File: src/hdl/coil_cfg.svh
/*
 * Constants for the coil function evaluator: relay count, coil slot count,
 * mode encodings and reset values. Assumes inclusion by the package and design.
 */
`ifndef COIL_CFG_SVH
`define COIL_CFG_SVH
`define NUM_RELAYS 16
`define REL_W 4
`define NUM_SLOTS 32
`define SLOT_W 5
`define FUNC_VAL_W 16
`define FUNC_VAL_RST 16'h0000
`define FUNC_VAL_ONE 16'h0001
`define MODE_CONT 3'h0
`define MODE_INV 3'h1
`define MODE_FALL 3'h2
`define MODE_RISE 3'h3
`define MODE_IMP 3'h4
`define MODE_SET 3'h5
`define MODE_RST 3'h6
`endif

File: src/hdl/coil_pkg.sv
/*
 * Types for the coil function evaluator.
 * Assumes coil_cfg.svh supplies the numeric constants.
 */
`include "coil_cfg.svh"
package coil_pkg;
  typedef logic [2:0] coil_mode_t;
  typedef logic [`REL_W-1:0] relay_idx_t;
  typedef logic [`SLOT_W-1:0] slot_idx_t;
  typedef logic [`FUNC_VAL_W-1:0] func_val_t;
  typedef enum logic [1:0] {
    ST_IDLE = 2'b00,
    ST_PASS = 2'b01,
    ST_FUNC = 2'b10
  } scan_state_e;
endpackage

File: src/hdl/coil_function_evaluator.sv
/*
 * Cyclic coil function evaluator. A scan walks coil slots in rung order
 * (one per cycle), each slot naming a relay, a mode and its input. After
 * the last slot the function relays are updated from the final coil states.
 * Assumes the rung logic presents slot_in for the slot on slot_idx, steady
 * while the scan runs, and that slot table/retention masks are static.
 */
`timescale 1ns/1ps
`include "coil_cfg.svh"
module coil_function_evaluator
  import coil_pkg::*;
(
  input wire logic clk,
  input wire logic rst,
  input wire logic ce,
  input wire logic scan_start,
  input wire logic halt,
  input wire logic power_loss,
  input wire coil_mode_t slot_mode,
  input wire relay_idx_t slot_relay,
  input wire logic slot_in,
  input wire logic slot_last,
  input wire logic [`NUM_RELAYS-1:0] retain_mask,
  input wire logic [`NUM_RELAYS-1:0] func_retain_mask,
  input wire logic [`NUM_RELAYS-1:0] func_param_hit,
  output slot_idx_t slot_idx,
  output logic [`NUM_RELAYS-1:0] relay_state,
  output logic [`NUM_RELAYS-1:0] func_contact,
  output func_val_t func_value [`NUM_RELAYS],
  output logic scan_done,
  output logic busy
);
  scan_state_e state_q;
  slot_idx_t idx_q;
  logic [`NUM_RELAYS-1:0] rel_q;
  logic [`NUM_SLOTS-1:0] prev_q;
  logic [`NUM_RELAYS-1:0] fc_q;
  func_val_t fv_q [`NUM_RELAYS];
  logic done_q;
  logic clear;
  logic new_state;

  // clear wins over any scan activity; everything below obeys it
  assign clear = halt | power_loss;
  assign slot_idx = idx_q;
  assign relay_state = rel_q;
  assign func_contact = fc_q;
  assign func_value = fv_q;
  assign scan_done = done_q;
  assign busy = (state_q != ST_IDLE);

  coil_slot_eval u_eval (
    .mode(slot_mode),
    .coil_in(slot_in),
    .coil_prev(prev_q[idx_q]),
    .state_in(rel_q[slot_relay]),
    .state_out(new_state)
  );

  always_ff @(posedge clk) begin
    if (rst) begin
      state_q <= ST_IDLE;
      idx_q <= '0;
    end else if (ce) begin
      if (clear) begin
        state_q <= ST_IDLE;
        idx_q <= '0;
      end else begin
        unique case (state_q)
          ST_IDLE: begin
            if (scan_start) begin
              state_q <= ST_PASS;
              idx_q <= '0;
            end
          end
          ST_PASS: begin
            if (slot_last || idx_q == slot_idx_t'(`NUM_SLOTS-1)) begin
              state_q <= ST_FUNC;
            end else begin
              idx_q <= idx_q + slot_idx_t'(1);
            end
          end
          ST_FUNC: state_q <= ST_IDLE;
          default: state_q <= ST_IDLE;
        endcase
      end
    end
  end

  // slots applied in rung order, so later writes overwrite earlier ones
  always_ff @(posedge clk) begin
    if (rst) begin
      rel_q <= '0;
    end else if (ce) begin
      if (clear) begin
        rel_q <= rel_q & retain_mask;
      end else if (state_q == ST_PASS) begin
        rel_q[slot_relay] <= new_state;
      end
    end
  end

  // edge history per slot, so each coil slot has its own previous value
  always_ff @(posedge clk) begin
    if (rst) begin
      prev_q <= '0;
    end else if (ce) begin
      if (clear) begin
        prev_q <= '0;
      end else if (state_q == ST_PASS) begin
        prev_q[idx_q] <= slot_in;
      end
    end
  end

  // function relays: coil drive or parameter hit starts them; simple model
  // counts start events as actual value, contact follows a nonzero value
  always_ff @(posedge clk) begin
    if (rst) begin
      fc_q <= '0;
      for (int i = 0; i < `NUM_RELAYS; i++) begin
        fv_q[i] <= `FUNC_VAL_RST;
      end
    end else if (ce) begin
      if (clear) begin
        for (int i = 0; i < `NUM_RELAYS; i++) begin
          if (!func_retain_mask[i]) begin
            fv_q[i] <= `FUNC_VAL_RST;
            fc_q[i] <= 1'b0;
          end
        end
      end else if (state_q == ST_FUNC) begin
        for (int i = 0; i < `NUM_RELAYS; i++) begin
          if (rel_q[i] || func_param_hit[i]) begin
            fv_q[i] <= fv_q[i] + `FUNC_VAL_ONE;
            fc_q[i] <= 1'b1;
          end else begin
            fc_q[i] <= (fv_q[i] != `FUNC_VAL_RST);
          end
        end
      end
    end
  end

  always_ff @(posedge clk) begin
    if (rst) begin
      done_q <= 1'b0;
    end else if (ce) begin
      done_q <= (state_q == ST_FUNC) && !clear;
    end
  end

  property p_clear_relays;
    @(posedge clk) disable iff (rst)
      (ce && clear) |=> ((rel_q & ~$past(retain_mask)) == '0);
  endproperty
  a_clear_relays: assert property (p_clear_relays) else $error("non-retentive coil survived clear");

  property p_func_clear;
    @(posedge clk) disable iff (rst)
      (ce && clear && !func_retain_mask[0]) |=> (fv_q[0] == `FUNC_VAL_RST);
  endproperty
  a_func_clear: assert property (p_func_clear) else $error("function value kept on clear");

  property p_func_after_pass;
    @(posedge clk) disable iff (rst)
      (state_q == ST_FUNC) |-> ($past(state_q) == ST_PASS || ($past(state_q) == ST_FUNC && !$past(ce)));
  endproperty
  a_func_after_pass: assert property (p_func_after_pass) else $error("function stage without pass");

  property p_done_pulse;
    @(posedge clk) disable iff (rst)
      (scan_done && ce) |=> !scan_done;
  endproperty
  a_done_pulse: assert property (p_done_pulse) else $error("scan_done longer than one cycle");

  property p_inv;
    @(posedge clk) disable iff (rst)
      (ce && !clear && state_q == ST_PASS && slot_mode == `MODE_INV) |=> rel_q[$past(slot_relay)] == !$past(slot_in);
  endproperty
  a_inv: assert property (p_inv) else $error("inverse contact wrong");

  property p_rise;
    @(posedge clk) disable iff (rst)
      (ce && !clear && state_q == ST_PASS && slot_mode == `MODE_RISE)
        |=> rel_q[$past(slot_relay)] == ($past(slot_in) && !$past(prev_q[idx_q]));
  endproperty
  a_rise: assert property (p_rise) else $error("rising pulse wrong");

  property p_fall;
    @(posedge clk) disable iff (rst)
      (ce && !clear && state_q == ST_PASS && slot_mode == `MODE_FALL)
        |=> rel_q[$past(slot_relay)] == (!$past(slot_in) && $past(prev_q[idx_q]));
  endproperty
  a_fall: assert property (p_fall) else $error("falling pulse wrong");

  property p_imp;
    @(posedge clk) disable iff (rst)
      (ce && !clear && state_q == ST_PASS && slot_mode == `MODE_IMP && slot_in && !prev_q[idx_q])
        |=> rel_q[$past(slot_relay)] != $past(rel_q[slot_relay]);
  endproperty
  a_imp: assert property (p_imp) else $error("impulse relay did not toggle");

  property p_set;
    @(posedge clk) disable iff (rst)
      (ce && !clear && state_q == ST_PASS && slot_mode == `MODE_SET && slot_in) |=> rel_q[$past(slot_relay)];
  endproperty
  a_set: assert property (p_set) else $error("set coil did not latch");

  property p_reset;
    @(posedge clk) disable iff (rst)
      (ce && !clear && state_q == ST_PASS && slot_mode == `MODE_RST && slot_in) |=> !rel_q[$past(slot_relay)];
  endproperty
  a_reset: assert property (p_reset) else $error("reset coil did not clear");

  property p_edge_hist;
    @(posedge clk) disable iff (rst)
      (ce && !clear && state_q == ST_PASS) |=> prev_q[$past(idx_q)] == $past(slot_in);
  endproperty
  a_edge_hist: assert property (p_edge_hist) else $error("edge history not stored");

  property p_func_start;
    @(posedge clk) disable iff (rst)
      (ce && !clear && state_q == ST_FUNC && func_param_hit[0]) |=> fc_q[0];
  endproperty
  a_func_start: assert property (p_func_start) else $error("function relay not started");
endmodule

File: src/hdl/coil_slot_eval.sv
/*
 * Evaluates one coil slot: given the mode, the current input, the input of
 * the previous scan and the relay's present state, returns the new state.
 * Purely combinational; assumes caller holds edge history.
 */
`timescale 1ns/1ps
`include "coil_cfg.svh"
module coil_slot_eval
  import coil_pkg::*;
(
  input wire coil_mode_t mode,
  input wire logic coil_in,
  input wire logic coil_prev,
  input wire logic state_in,
  output logic state_out
);
  logic rise;
  logic fall;
  assign rise = coil_in & ~coil_prev;
  assign fall = ~coil_in & coil_prev;
  always_comb begin
    state_out = state_in;
    unique case (mode)
      `MODE_CONT: state_out = coil_in;
      `MODE_INV: state_out = ~coil_in;
      `MODE_FALL: state_out = fall;
      `MODE_RISE: state_out = rise;
      `MODE_IMP: state_out = state_in ^ rise;
      `MODE_SET: state_out = state_in | coil_in;
      `MODE_RST: state_out = state_in & ~coil_in;
      default: state_out = state_in;
    endcase
  end
endmodule
File: config.mk
export PLATFORM = sky130hd
export DESIGN_NAME = coil_function_evaluator
export DESIGN_NICKNAME = d
export VERILOG_FILES = /design/src/hdl/coil_pkg.sv /design/src/hdl/coil_function_evaluator.sv /design/src/hdl/coil_slot_eval.sv
export VERILOG_INCLUDE_DIRS = /design/src /design/src/hdl
export SDC_FILE = /design/constraint.sdc
export NUM_CORES = 1
export LEC_CHECK = 0
export ABC_AREA = 0
export BUFFER_PORTS_ARGS = -buffer_cell sky130_fd_sc_hd__buf_2
export CAP_MARGIN = 20
export CORE_ASPECT_RATIO = 1.5
export CORE_UTILIZATION = 46
export DETAILED_ROUTE_END_ITERATION = 16
export PLACE_DENSITY_LB_ADDON = 0.05
export REMOVE_ABC_BUFFERS = 1
export SYNTH_ARGS = -nofsm -noshare
export SYNTH_HDL_FRONTEND = slang
export SYNTH_SLANG_ARGS = --single-unit
File: constraint.sdc
create_clock -name clk -period 4.4 [get_ports clk]
set_input_delay 0 -clock clk [delete_from_list [all_inputs] [get_ports clk]]
set_output_delay 0 -clock clk [all_outputs]
set_load 0.05 [all_outputs]
### Word level (Yosys, flattened, before mapping)

Index checks and enable logic that the tools add are counted.

| storage, ports and cells | value |
|---|---|
| register bits after elaboration | 328 |
| logic and storage cells | 280 |
| output and inout port bits | 295 |
| bits of input ports | 63 |

| operators by class | value |
|---|---|
| reductions and logical operators | 94 |
| add/subtract/negate cells | 17 |
| bitwise operators | 9 |
| eq/ne operators | 28 |
| $lt $le $gt $ge | 4 |
| muxes and demuxes | 91 |

Operators with widths:

| kind | number |
|---|---|
| 16-bit 2-to-1 mux | 36 |
| 256-bit 2-to-1 mux | 2 |
| 16-bit by 1-bit adder with 16-bit output, second input constant | 16 |
| 16-bit nonzero test | 16 |
| 4-bit AND reduction | 17 |
| 32-bit 2-to-1 mux | 2 |
| 3-bit AND reduction | 17 |
| 2-bit nonzero test | 19 |
| 1-bit 2-to-1 mux | 36 |
| 32-bit bitwise mux | 1 |
| 2-bit inequality test, second input constant | 16 |
| 1-bit logical OR | 17 |
| 16-bit AND | 1 |
| 16-bit bitwise mux | 1 |
| 5-bit 2-to-1 mux | 3 |
| 5-bit one-hot mux with 2 select lines | 1 |
| 3-bit == test, second input constant | 3 |
| 3-bit inequality test, second input constant | 3 |
| 1-bit one-hot mux with 7 select lines | 1 |
| 3-bit by 2-bit == test with 1-bit output, second input constant | 2 |
| 5-bit by 6-bit < comparator with 1-bit output, second input constant | 1 |
| 2-bit 2-to-1 mux | 3 |
| 5-bit by 1-bit adder with 5-bit output, second input constant | 1 |
| 1-bit binary-select mux with 5-bit select | 1 |
| 21 further kinds | 27 |

### Depth between registers and ports, before layout

Gate-level depths: netlist of the first run.

| logic depth | value |
|---|---|
| depth after elaboration | 9 |
| gate-level depth with buffers | 10 |
| depth with buffers taken out | 8 |

### Hierarchy

Synthesis of the first run repeated with hierarchy kept, for this count alone.

| second synthesis, totals | value |
|---|---|
| cell total of the unflattened synthesis | 2249 |
| area, all modules | 18094.9 µm² |

By module, submodules not included:

| module | times used | area each (µm²) | seq. area each (µm²) | cells each |
|---|---|---|---|---|
| coil_function_evaluator | 1 | 18001.0 | 6566.3 | 2235 |
| coil_slot_eval | 1 | 93.8 | 0.0 | 14 |

### Least setup slack after synthesis of the first run

No wires, ideal clock.

| timing | value |
|---|---|
| path type | register to register |
| start point | register idx_q[1] (netlist: slot_idx[1]) |
| end point | register rel_q[10] (netlist: relay_state[10]) |
| data arrival time | 2.648 ns |
| slack | 1.622 ns |
| path buffers | 2 |
| required time | 4.271 ns |
| library setup time | 0.129 ns |
| cell stages (with the launch flop) | 10 |
| period minus slack after synthesis | 2.778 ns |
| cells stage by stage | dfxtp_1 -> buf_6 -> mux2_2 -> a222oi_1 -> nand4_1 -> o2bb2a_4 -> o211ai_1 -> a311oi_4 -> buf_6 -> o31ai_1 |

| on the way | value |
|---|---|
| longest elaborated chain between the ends | 9 |
| elaborated cells on any way between the ends | 10 |
| those cells by class | 6 x mux; 4 x bitwise |

RTL lines:

| what | RTL line | text |
|---|---|---|
| from (decl) | coil_function_evaluator.sv:34 | `slot_idx_t idx_q;` |
| from (signal assigned) | coil_function_evaluator.sv:80 | `idx_q <= idx_q + slot_idx_t'(1);` |
| 1-bit binary-select mux with 5-bit select (*) | coil_function_evaluator.sv:55 | `.coil_prev(prev_q[idx_q]),` |
| 1-bit 2-to-1 mux (not written as such) (*) | coil_function_evaluator.sv:55 |  |
| 1-bit NOT | coil_slot_eval.sv:19 | `assign rise = coil_in & ~coil_prev;` |
| 1-bit AND | coil_slot_eval.sv:19 |  |
| 1-bit bitwise XOR | coil_slot_eval.sv:28 | `` `MODE_IMP: state_out = state_in ^ rise; `` |
| 1-bit one-hot mux with 7 select lines (*) | coil_slot_eval.sv:23 | `unique case (mode)` |
| 16-bit bitwise mux (*) | coil_function_evaluator.sv:98 | `rel_q[slot_relay] <= new_state;` |
| 16-bit 2-to-1 mux (*) | coil_function_evaluator.sv:97 | `end else if (state_q == ST_PASS) begin` |
| 16-bit 2-to-1 mux (*) | coil_function_evaluator.sv:95 | `if (clear) begin` |
| to (signal assigned) | coil_function_evaluator.sv:96 | `rel_q <= rel_q & retain_mask;` |
| to (signal, indexed assignment) | coil_function_evaluator.sv:98 |  |
| to (decl) | coil_function_evaluator.sv:35 | `` logic [`NUM_RELAYS-1:0] rel_q; `` |

Mark *: on every way between the ends. The rest lies on a longest branch, timed or not. The select of a mux whose other input is x is not followed.
A chain may end at the register's enable or synchronous reset.

### Final worst setup path of the first run

| timing | value |
|---|---|
| start point | register idx_q[1] (netlist: slot_idx[1]) |
| end point | register rel_q[6] (netlist: relay_state[6]) |

The elaborated chain is that of the path after synthesis.

==> metrics, run 1 <==
clock sinks approximately 330; critical path's top delay family compound AO/OA/AOI/OAI gates; CTS tree done; setup bufs post-CTS 0; routability cong. between 0.8 and 0.9; Max Freq roughly 280 MHz; syn avg cell area ~8.1 um^2; H-tree depth 2; final setup TNS 0 ns; Yosys reg bits 328; post-CTS sizing 0; max_slew headroom 0.255; first-pass GRT wire length 77600 um; period utilisation layout 0.815; DP Cell Count ~2700; Die ar. 35900 um^2; largest net degree at the start of global routing 71; Buffers & Inverters on Critical Path 2; largest area contributor in the netlist dfxtp_1; initial antenna violation count 10; Worst EP required between 4 and 5 ns; DR iter-0 viols about 970; vias per inst about 5.4; Initial Util 0.470; kind of critical path flop to flop; final hold violations 0; pre-CTS WS 1.37 ns; final setup violation count 0; Max stage delay on crit path around 0.74 ns; Tightest Pin Transition 1.11 ns; crit end category flop; worst skew pair latency around 0.53 ns; ANT nets after route 0; routed via count between 15000 and 20000; Final Util 0.587; CP arrival 3.99 ns; asr flop ratio synth 0; Critical Path Fanout Max 16; core area between 30000 and 40000 um^2; Pre-Repair DR Iteration Count 6; worst setup margin just over 0.8 ns; Clk pin slew, worst setup/hold paths 0.06 ns; Post-synth top flop dfxtp_1; Max Cap Viol 0; CP max-delay cell a311oi_4; area grow syn2layout 24.8%; commonest cells in the netlist nor2_1, dfxtp_1, xor2_1; DRC Markers 0; final cell count without fillers around 2900; I/O pins 358; crit start category flop; max-slew violation count 0; Post-Route Skew between 0.01 and 0.015 ns; gr ovfl total 0; clock root buffer clkbuf_16; Area contributors post-synth dfxtp_1, xor2_1, nor2_1, a21oi_1, nand2_1; maximum root-to-sink buffer count 3; minimum clock period ~3.6 ns; hold_buf cts between 60 and 70; routed len/inst approximately 17 um; VDD IR max slightly below 0.3 mV; layout cells sized above 1 0.190; Power Density around 320 nW/um^2; most common cell in the netlist nor2_1; post-DP HPWL 34200 um; Die Y 232 um; NumNets Final around 2500; Port-buffer cells around 360; Routed WL a little under 50000 um; All-Layer GR Usage 0.265; HP Class input port to flop; Rows 83; Synth cell types 55; vias in the first global route about 15000; Inserted Clock Buffers 35; Die W roughly 160 um; Post-synth EDFFs 0; status complete, no violations; RSZ-0062 raised after global routing no; post-synth top area share 0.406; YS warnings 0; Fin Hold WS roughly 0.012 ns; synthesized instance count 1989; Leak Pwr roughly 8.6 nW; crit-path cells buf_4, mux2_2, a222oi_1, nand4_1, o2bb2a_4, o211ai_1, a311oi_4, o31ai_1, dlygate4sd3_1; Seq/Total Area, Yosys 0.406; Mapped Area around 16000 um^2
path summary, 6_finish.rpt:
path                    start              end  slack, ns  cells past startpoint
setup / recovery  slot_idx[1]   relay_state[6]       0.81                      9
hold / removal            rst  func_value[241]       0.01                      2
setup reg to reg  slot_idx[1]   relay_state[6]       0.81                      9
hold reg to reg     prev_q[8]        prev_q[8]       0.48                      2
per-stage QoR:
step / total power, mW / instance area, um^2
after floorplan: 3.34 / 15800
after global placement: 3.53 / 18300
after detailed placement: 3.54 / 18300
after CTS: 6.55 / 20100
after global routing: 6.72 / 20200
final: 6.48 / 20200
per-layer routing:
metal	vias up	global-route usage	wire, um
li1	7688	-	-
met1	7375	0.315	20400
met2	469	0.463	23500
met3	97	0.0576	3060
met4	8	0.0996	1450
met5	-	0	37
state kept, by name (all words and copies together), names as in the netlist:
register and count:
func_contact 16, func_value 256, prev_q 32, relay_state 16, scan_done 1, slot_idx 5
state_q 2
final cells by class:
type	instances	area, um^2
Fill cell	3282	14200
Multi-Input combinational cell	1535	9110
Sequential cell	328	6570
Timing Repair Buffer	442	2610
Clock buffer	53	1070
Tap cell	467	584
Inverter	43	161
Clock inverter	9	73.8
Antenna cell	6	15.0
where the power goes:
part	total (mW)	internal, mW	switching [mW]
Combinational	0.506	0.171	0.336
Clock	2.95	1.73	1.22
Sequential	3.02	2.99	0.0352
Total	6.48	4.89	1.59
layout by cell type (no fill, tap or decap), drive strengths merged, types with 7 or more instances in the layout:
| cell | Yosys | final |
|---|---|---|
| nand3 | 107 | 107 |
| and3 | 71 | 71 |
| clkbuf | 67 | 53 |
| o21ai | 66 | 66 |
| o31ai | 16 | 16 |
| nand2 | 177 | 177 |
| o2111a | 15 | 15 |
| xnor2 | 41 | 41 |
| dfxtp | 328 | 328 |
| a31oi | 7 | 7 |
| o21bai | 16 | 16 |
| nor4 | 50 | 50 |
| nand2b | 17 | 17 |
| a21oi | 134 | 134 |
| ha | 37 | 37 |
| and2 | 18 | 18 |
| buf | 16 | 376 |
| nor2 | 376 | 376 |
| nor2b | 24 | 24 |
| nor3 | 7 | 7 |
| nand4 | 65 | 65 |
| or4 | 25 | 25 |
| mux2 | 13 | 13 |
| xor2 | 183 | 183 |
| clkinv | 0 | 8 |
| and4 | 22 | 22 |
| inv | 43 | 43 |
| dlygate4sd3 | 0 | 66 |
kinds of logic after synthesis:
logic type | count (synthesis) | share of synthesized area
xor+xnor | 224 | 0.121
simple gates | 975 | 0.291
fa+ha+maj | 37 | 0.0286
compound gates | 276 | 0.103
buf+inv | 126 | 0.0316
mux | 23 | 0.0183
flops | 328 | 0.406
worst reg2reg max path, delay by kind of cell, from the launching register on:
family          cells  cell delay [ns]
compound gates      5             1.60
buf+inv             2             0.89
flops               1             0.45
mux                 1             0.37
simple gates        1             0.16
(Power assumes the default switching activity.)
==> run 2: changes to the inputs <==
Clock period 4.4 ns to 3.2 ns, I/O delays scaled along.
==> run 2 against run 1 <==
Compared with the run above: cell count is 0.49% higher; fmax is 33% higher; register-to-register slack worse by 0.32 ns; die area stayed put; routed wire length is 0.75% higher; sequential share of layout area is 0.22 points lower.
==> metrics, run 2 (synthesized netlist as in run 1, its figures left out) <==
status complete, no violations; worst skew pair latency 0.52 ns (about the same); Pre-Repair DR Iteration Count 5 (-1); initial antenna violation count 3 (-7); final setup violation count 0 (unchanged); VDD IR max 0.433 mV (+48%); maximum root-to-sink buffer count 3 (unchanged); Rows 83 (unchanged); Die Y 232 um (unchanged); Die W 155 um (unchanged); minimum clock period 2.71 ns (-0.880 ns); max-slew violation count 0 (unchanged); cell mode on critical path buf_4; Worst EP required 3.58 ns (-1.23 ns); ANT nets after route 0 (unchanged); max_slew headroom 0.340 (+0.0852); register area 6570 um^2 (unchanged); final setup TNS 0 ns (unchanged); CP max-delay cell dfxtp_1; NumNets Final 2501 (+0.64%); Buffers & Inverters on Critical Path 2 (unchanged); met2 usage 0.472 (+0.00873); HP Class input port to flop; routed len/inst 16.9 um (+0.27%); post-DP HPWL 35300 um (+3.3%); DRC Markers 0 (unchanged); fin area 20300 um^2 (+0.68%); I/O pins 358 (unchanged); Critical Path Fanout Max 16 (unchanged); commonest cells after routing, fill and taps aside nor2_1, buf_2, dfxtp_1, xor2_1, nand2_1; critical path's top delay family compound AO/OA/AOI/OAI gates; crit start category flop; final hold violations 0 (unchanged); CTS tree done; routed via count 15800 (+0.91%); Max Cap Viol 0 (unchanged); largest net degree at the start of global routing 83 (+17%); vias in the first global route 15200 (+0.48%); Max Freq 370 MHz (+33%); GR peak layer met2; max FFs per register 256 (unchanged); Post-Route Skew 0.0112 ns (-0.00246 ns); DP Cell Count 2774 (+1.2%); # fillers 3194 (-2.7%); Leak Pwr 8.72 nW (+0.81%); area grow syn2layout 25.7%; Power Density 451 nW/um^2 (+40%); placed cell area 18500 um^2 (+1.2%); vias per inst 5.45 (+0.42%); layout cells sized above 1 0.199 (+0.00938); area used by multi-input combinational logic 9100 um^2 (about the same); Clk pin slew, worst setup/hold paths 0.06 ns (about the same); first-pass GRT wire length 78100 um (+0.66%); Final Util 0.591 (+0.00400); GRT met1 Usage 0.311 (-0.00398); H-tree depth 2 (unchanged); Port-buffer cells 357 (unchanged); crit-path cells buf_4, mux2_2, a222oi_1, nand4_1, o2bb2a_4, o211ai_1, a311oi_4, buf_4, o31ai_1; Routed WL 48800 um (+0.75%); worst setup margin 0.494 ns (-0.320 ns); RSZ-0062 raised after global routing no; DR iter-0 viols 806 (-17%); final cell count without fillers 2897 (+0.49%); core area 34400 um^2 (unchanged); crit end category flop; Initial Util 0.470 (unchanged); Die ar. 35900 um^2 (unchanged); period utilisation layout 0.846 (+0.0306); kind of critical path flop to flop; Inserted Clock Buffers 36 (+2.9%); pre-CTS WS 0.530 ns (-0.839 ns); clock sinks 328 (unchanged); All-Layer GR Usage 0.267 (+0.00147); met3 usage 0.0533 (-0.00430); gr ovfl total 0 (unchanged); commonest non-fill, non-tap cell in the layout nor2_1; Overall Power 9.16 mW (+41%); Fin Hold WS 0.0714 ns (+0.0590 ns); routability cong. 0.850 (-1.5%); clock root buffer clkbuf_16; CP arrival 3.09 ns (-0.90 ns); Tightest Pin Transition 0.990 ns (-0.125 ns); Max stage delay on crit path 0.47 ns (-0.27 ns)
==> run 2: cell count changes in the layout (fill, tap and decap cells not counted), moves of 2 or more <==
| cell | previous run | this run |
|---|---|---|
| buf_4 | 19 | 45 |
| bufinv_16 | 1 | 3 |
| clkbuf_8 | 8 | 10 |
| clkinv_2 | 7 | 3 |
| clkinvlp_4 | 0 | 2 |
| diode_2 | 6 | 3 |
| dlygate4sd3_1 | 66 | 56 |
==> run 2: what timing repair did <==
action                    CTS  global route
hold buffers               56             0
buffers inserted            0             0
resized for setup           0             0
hold endpoints to repair  270             0
==> run 2: area by class of cell <==
class / instances / share of cell area
multi-input cells: 1535 / 0.448
repair buffers: 457 / 0.132
flip-flops and latches: 328 / 0.323
clock inverters: 8 / 0.00591
well taps: 467 / 0.0288
diodes: 3 / 0.000369
clock buffers: 56 / 0.0540
inverters: 43 / 0.00794
==> run 2: power breakdown <==
group / internal, mW / switching (mW) / total [mW] / leakage, nW
combinational: 0.244 / 0.476 / 0.720 / 5.48
clock: 2.60 / 1.69 / 4.29 / 0.593
sequential: 4.11 / 0.0380 / 4.14 / 2.64
total: 6.95 / 2.21 / 9.16 / 8.72
==> run 2: final timing paths <==
kind	startpoint	endpoint	slack (ns)	depth (start not counted)
min reg2reg	scan_done	scan_done	0.47	2
max reg2reg	slot_idx[1]	relay_state[5]	0.49	9
min	rst	func_contact[13]	0.07	2
max	slot_idx[1]	relay_state[5]	0.49	9
==> run 2: per-layer routing <==
layer	share of wire	vias to the layer above	wire length, um
met5	0	-	0
met4	0.032	0	1580
met3	0.065	103	3190
li1	-	7712	-
met1	0.41	7440	20000
met2	0.49	524	24100
==> run 3: changes to the inputs <==
Clock period 3.2 ns to 2.75 ns, I/O delays scaled along.
==> run 3 against run 2 <==
Compared with the run above: combinational power increased by 23%; clock power increased by 21%; power increased by 19%; hold slack got worse by 0.039 ns; largest cell class unchanged; largest power group unchanged.
==> metrics, run 3 (synthesized netlist as in run 1, its figures left out) <==
Max stage delay on crit path 0.56 ns (+0.09 ns); R2R Setup Slk 0.18 ns (-0.32 ns); routed len/inst 16.6 um (-1.5%); hold_sp rst; first-pass GRT wire length 77700 um (-0.42%); Max Freq 389 MHz (+5.2%); Max Cap Viol 0 (unchanged); period utilisation layout 0.936 (+0.0901); vias in the first global route 15000 (-1.3%); maximum root-to-sink buffer count 3 (unchanged); max FFs per register 256 (unchanged); crit-path cells nor2b_2, buf_4, o21a_2, buf_4, nand2_1, a21oi_1, dlygate4sd3_1, nor2_1; vias per inst 5.38 (-1.2%); worst r2r src state_q[1]; max_slew headroom 0.409 (+0.0686); max-slew violation count 0 (unchanged); ANT nets after route 0 (unchanged); status complete, no violations; Die ar. 35900 um^2 (unchanged); gr ovfl total 0 (unchanged); Buffers & Inverters on Critical Path 3 (+1); layout cells sized above 1 0.211 (+0.0112); area grow syn2layout 27.4%; clock sinks 328 (unchanged); commonest cells after routing, fill and taps aside nor2_1, buf_2, dfxtp_1, xor2_1, nand2_1; post-DP HPWL 35500 um (+0.53%); Clk pin slew, worst setup/hold paths 0.06 ns (about the same); HP Class input port to flop; Leak Pwr 8.90 nW (+2.0%); Inserted Clock Buffers 37 (+2.8%); CP arrival 2.96 ns (-0.13 ns); final setup violation count 0 (unchanged); critical path's top delay family buffers and inverters; Port-buffer cells 357 (unchanged); pre-CTS WS -0.0609 ns (-0.591 ns); CP max-delay cell dlygate4sd3_1; I/O pins 358 (unchanged); crit end category flop; Routed WL 48600 um (-0.54%); NumNets Final 2527 (+1.0%); Die W 155 um (unchanged); DRC Markers 0 (unchanged); kind of critical path flop to flop; crit start category flop; initial antenna violation count 7 (+4); Post-Route Skew 0.0201 ns (+0.00894 ns); largest net degree at the start of global routing 77 (-7.2%); final hold violations 0 (unchanged); VDD IR max 0.753 mV (+74%); Power Density 527 nW/um^2 (+17%); minimum clock period 2.57 ns (-0.133 ns); Final Util 0.599 (+0.00793); cell mode on critical path buf_4; # fillers 3200 (+0.19%); Fin Hold WS 0.0321 ns (-0.0393 ns); Rows 83 (unchanged); Critical Path Fanout Max 10 (-6); H-tree depth 2 (unchanged); core area 34400 um^2 (unchanged); RSZ-0062 raised after global routing no; Setup crit start state_q[1]; commonest non-fill, non-tap cell in the layout nor2_1; routed via count 15700 (-0.30%); Initial Util 0.470 (unchanged); All-Layer GR Usage 0.267 (about the same); Die Y 232 um (unchanged); clock root buffer clkbuf_16; routability cong. 0.866 (+1.8%); Tightest Pin Transition 0.887 ns (-0.103 ns); Pre-Repair DR Iteration Count 5 (unchanged); worst skew pair latency 0.54 ns (+0.02 ns); DR iter-0 viols 862 (+6.9%); Overall Power 10.9 mW (+19%); Worst EP required 3.14 ns (-0.44 ns); CTS tree done; worst setup margin 0.177 ns (-0.317 ns)
[run 3: power by group]
part           switching [mW]  internal [mW]  total (mW)
clock                    2.03           3.13        5.17
combinational           0.575          0.311       0.886
sequential             0.0244           4.78        4.80
total                    2.63           8.22        10.9
[run 3: final cells by class]
class	count	area, um^2	share of cell area
Antenna cell	2	5.00	0.000243
Clock buffer	49	1070	0.0521
Clock inverter	18	203	0.00984
Inverter	43	161	0.00784
Multi-Input combinational cell	1535	9100	0.442
Sequential cell	328	6570	0.319
Tap cell	467	584	0.0284
Timing Repair Buffer	482	2900	0.141
[run 3: layer usage]
metal,track usage,share of wire,routed length [um],vias up
met4,0.0978,0.027,1330,10
li1,-,-,-,7759
met5,0,0.0011,52,-
met3,0.0553,0.065,3160,94
met1,0.317,0.41,20100,7409
met2,0.468,0.49,23900,460
[run 3: worst reg2reg max path, cell delays in order (launching register included)]
cell and delay, ns:
dfxtp_1 0.46, nor2b_2 0.34, buf_4 0.24, o21a_2 0.26, buf_4 0.29, nand2_1 0.08
a21oi_1 0.16, dlygate4sd3_1 0.56, nor2_1 0.04
[run 3: metrics by stage]
| step | cells | TNS, ns | cell area [um^2] |
|---|---|---|---|
| floorplan | 1906 | -5.57 | 15800 |
| global placement | 2796 | -0.501 | 18700 |
| detailed placement | 2796 | -0.720 | 18700 |
| CTS | 2922 | 0 | 20600 |
| global route | 2924 | 0 | 20600 |
| finish | 2924 | 0 | 20600 |
[run 3: worst paths after layout]
path | to | cells past startpoint
worst min register to register | scan_done | 2
worst max register to register | func_contact[8] | 8
worst max-delay path | func_contact[8] | 8
worst min-delay path | func_contact[0] | 2
[run 3: what timing repair did]
action / in CTS / in global routing
endpoints found under the setup margin: 16 / 6
gates cloned: 0 / 0
gates resized for setup: 0 / 1
pin swaps: 1 / 0
buffers inserted: 2 / 0
hold buffers: 57 / 0
endpoints found under the hold margin: 264 / 0
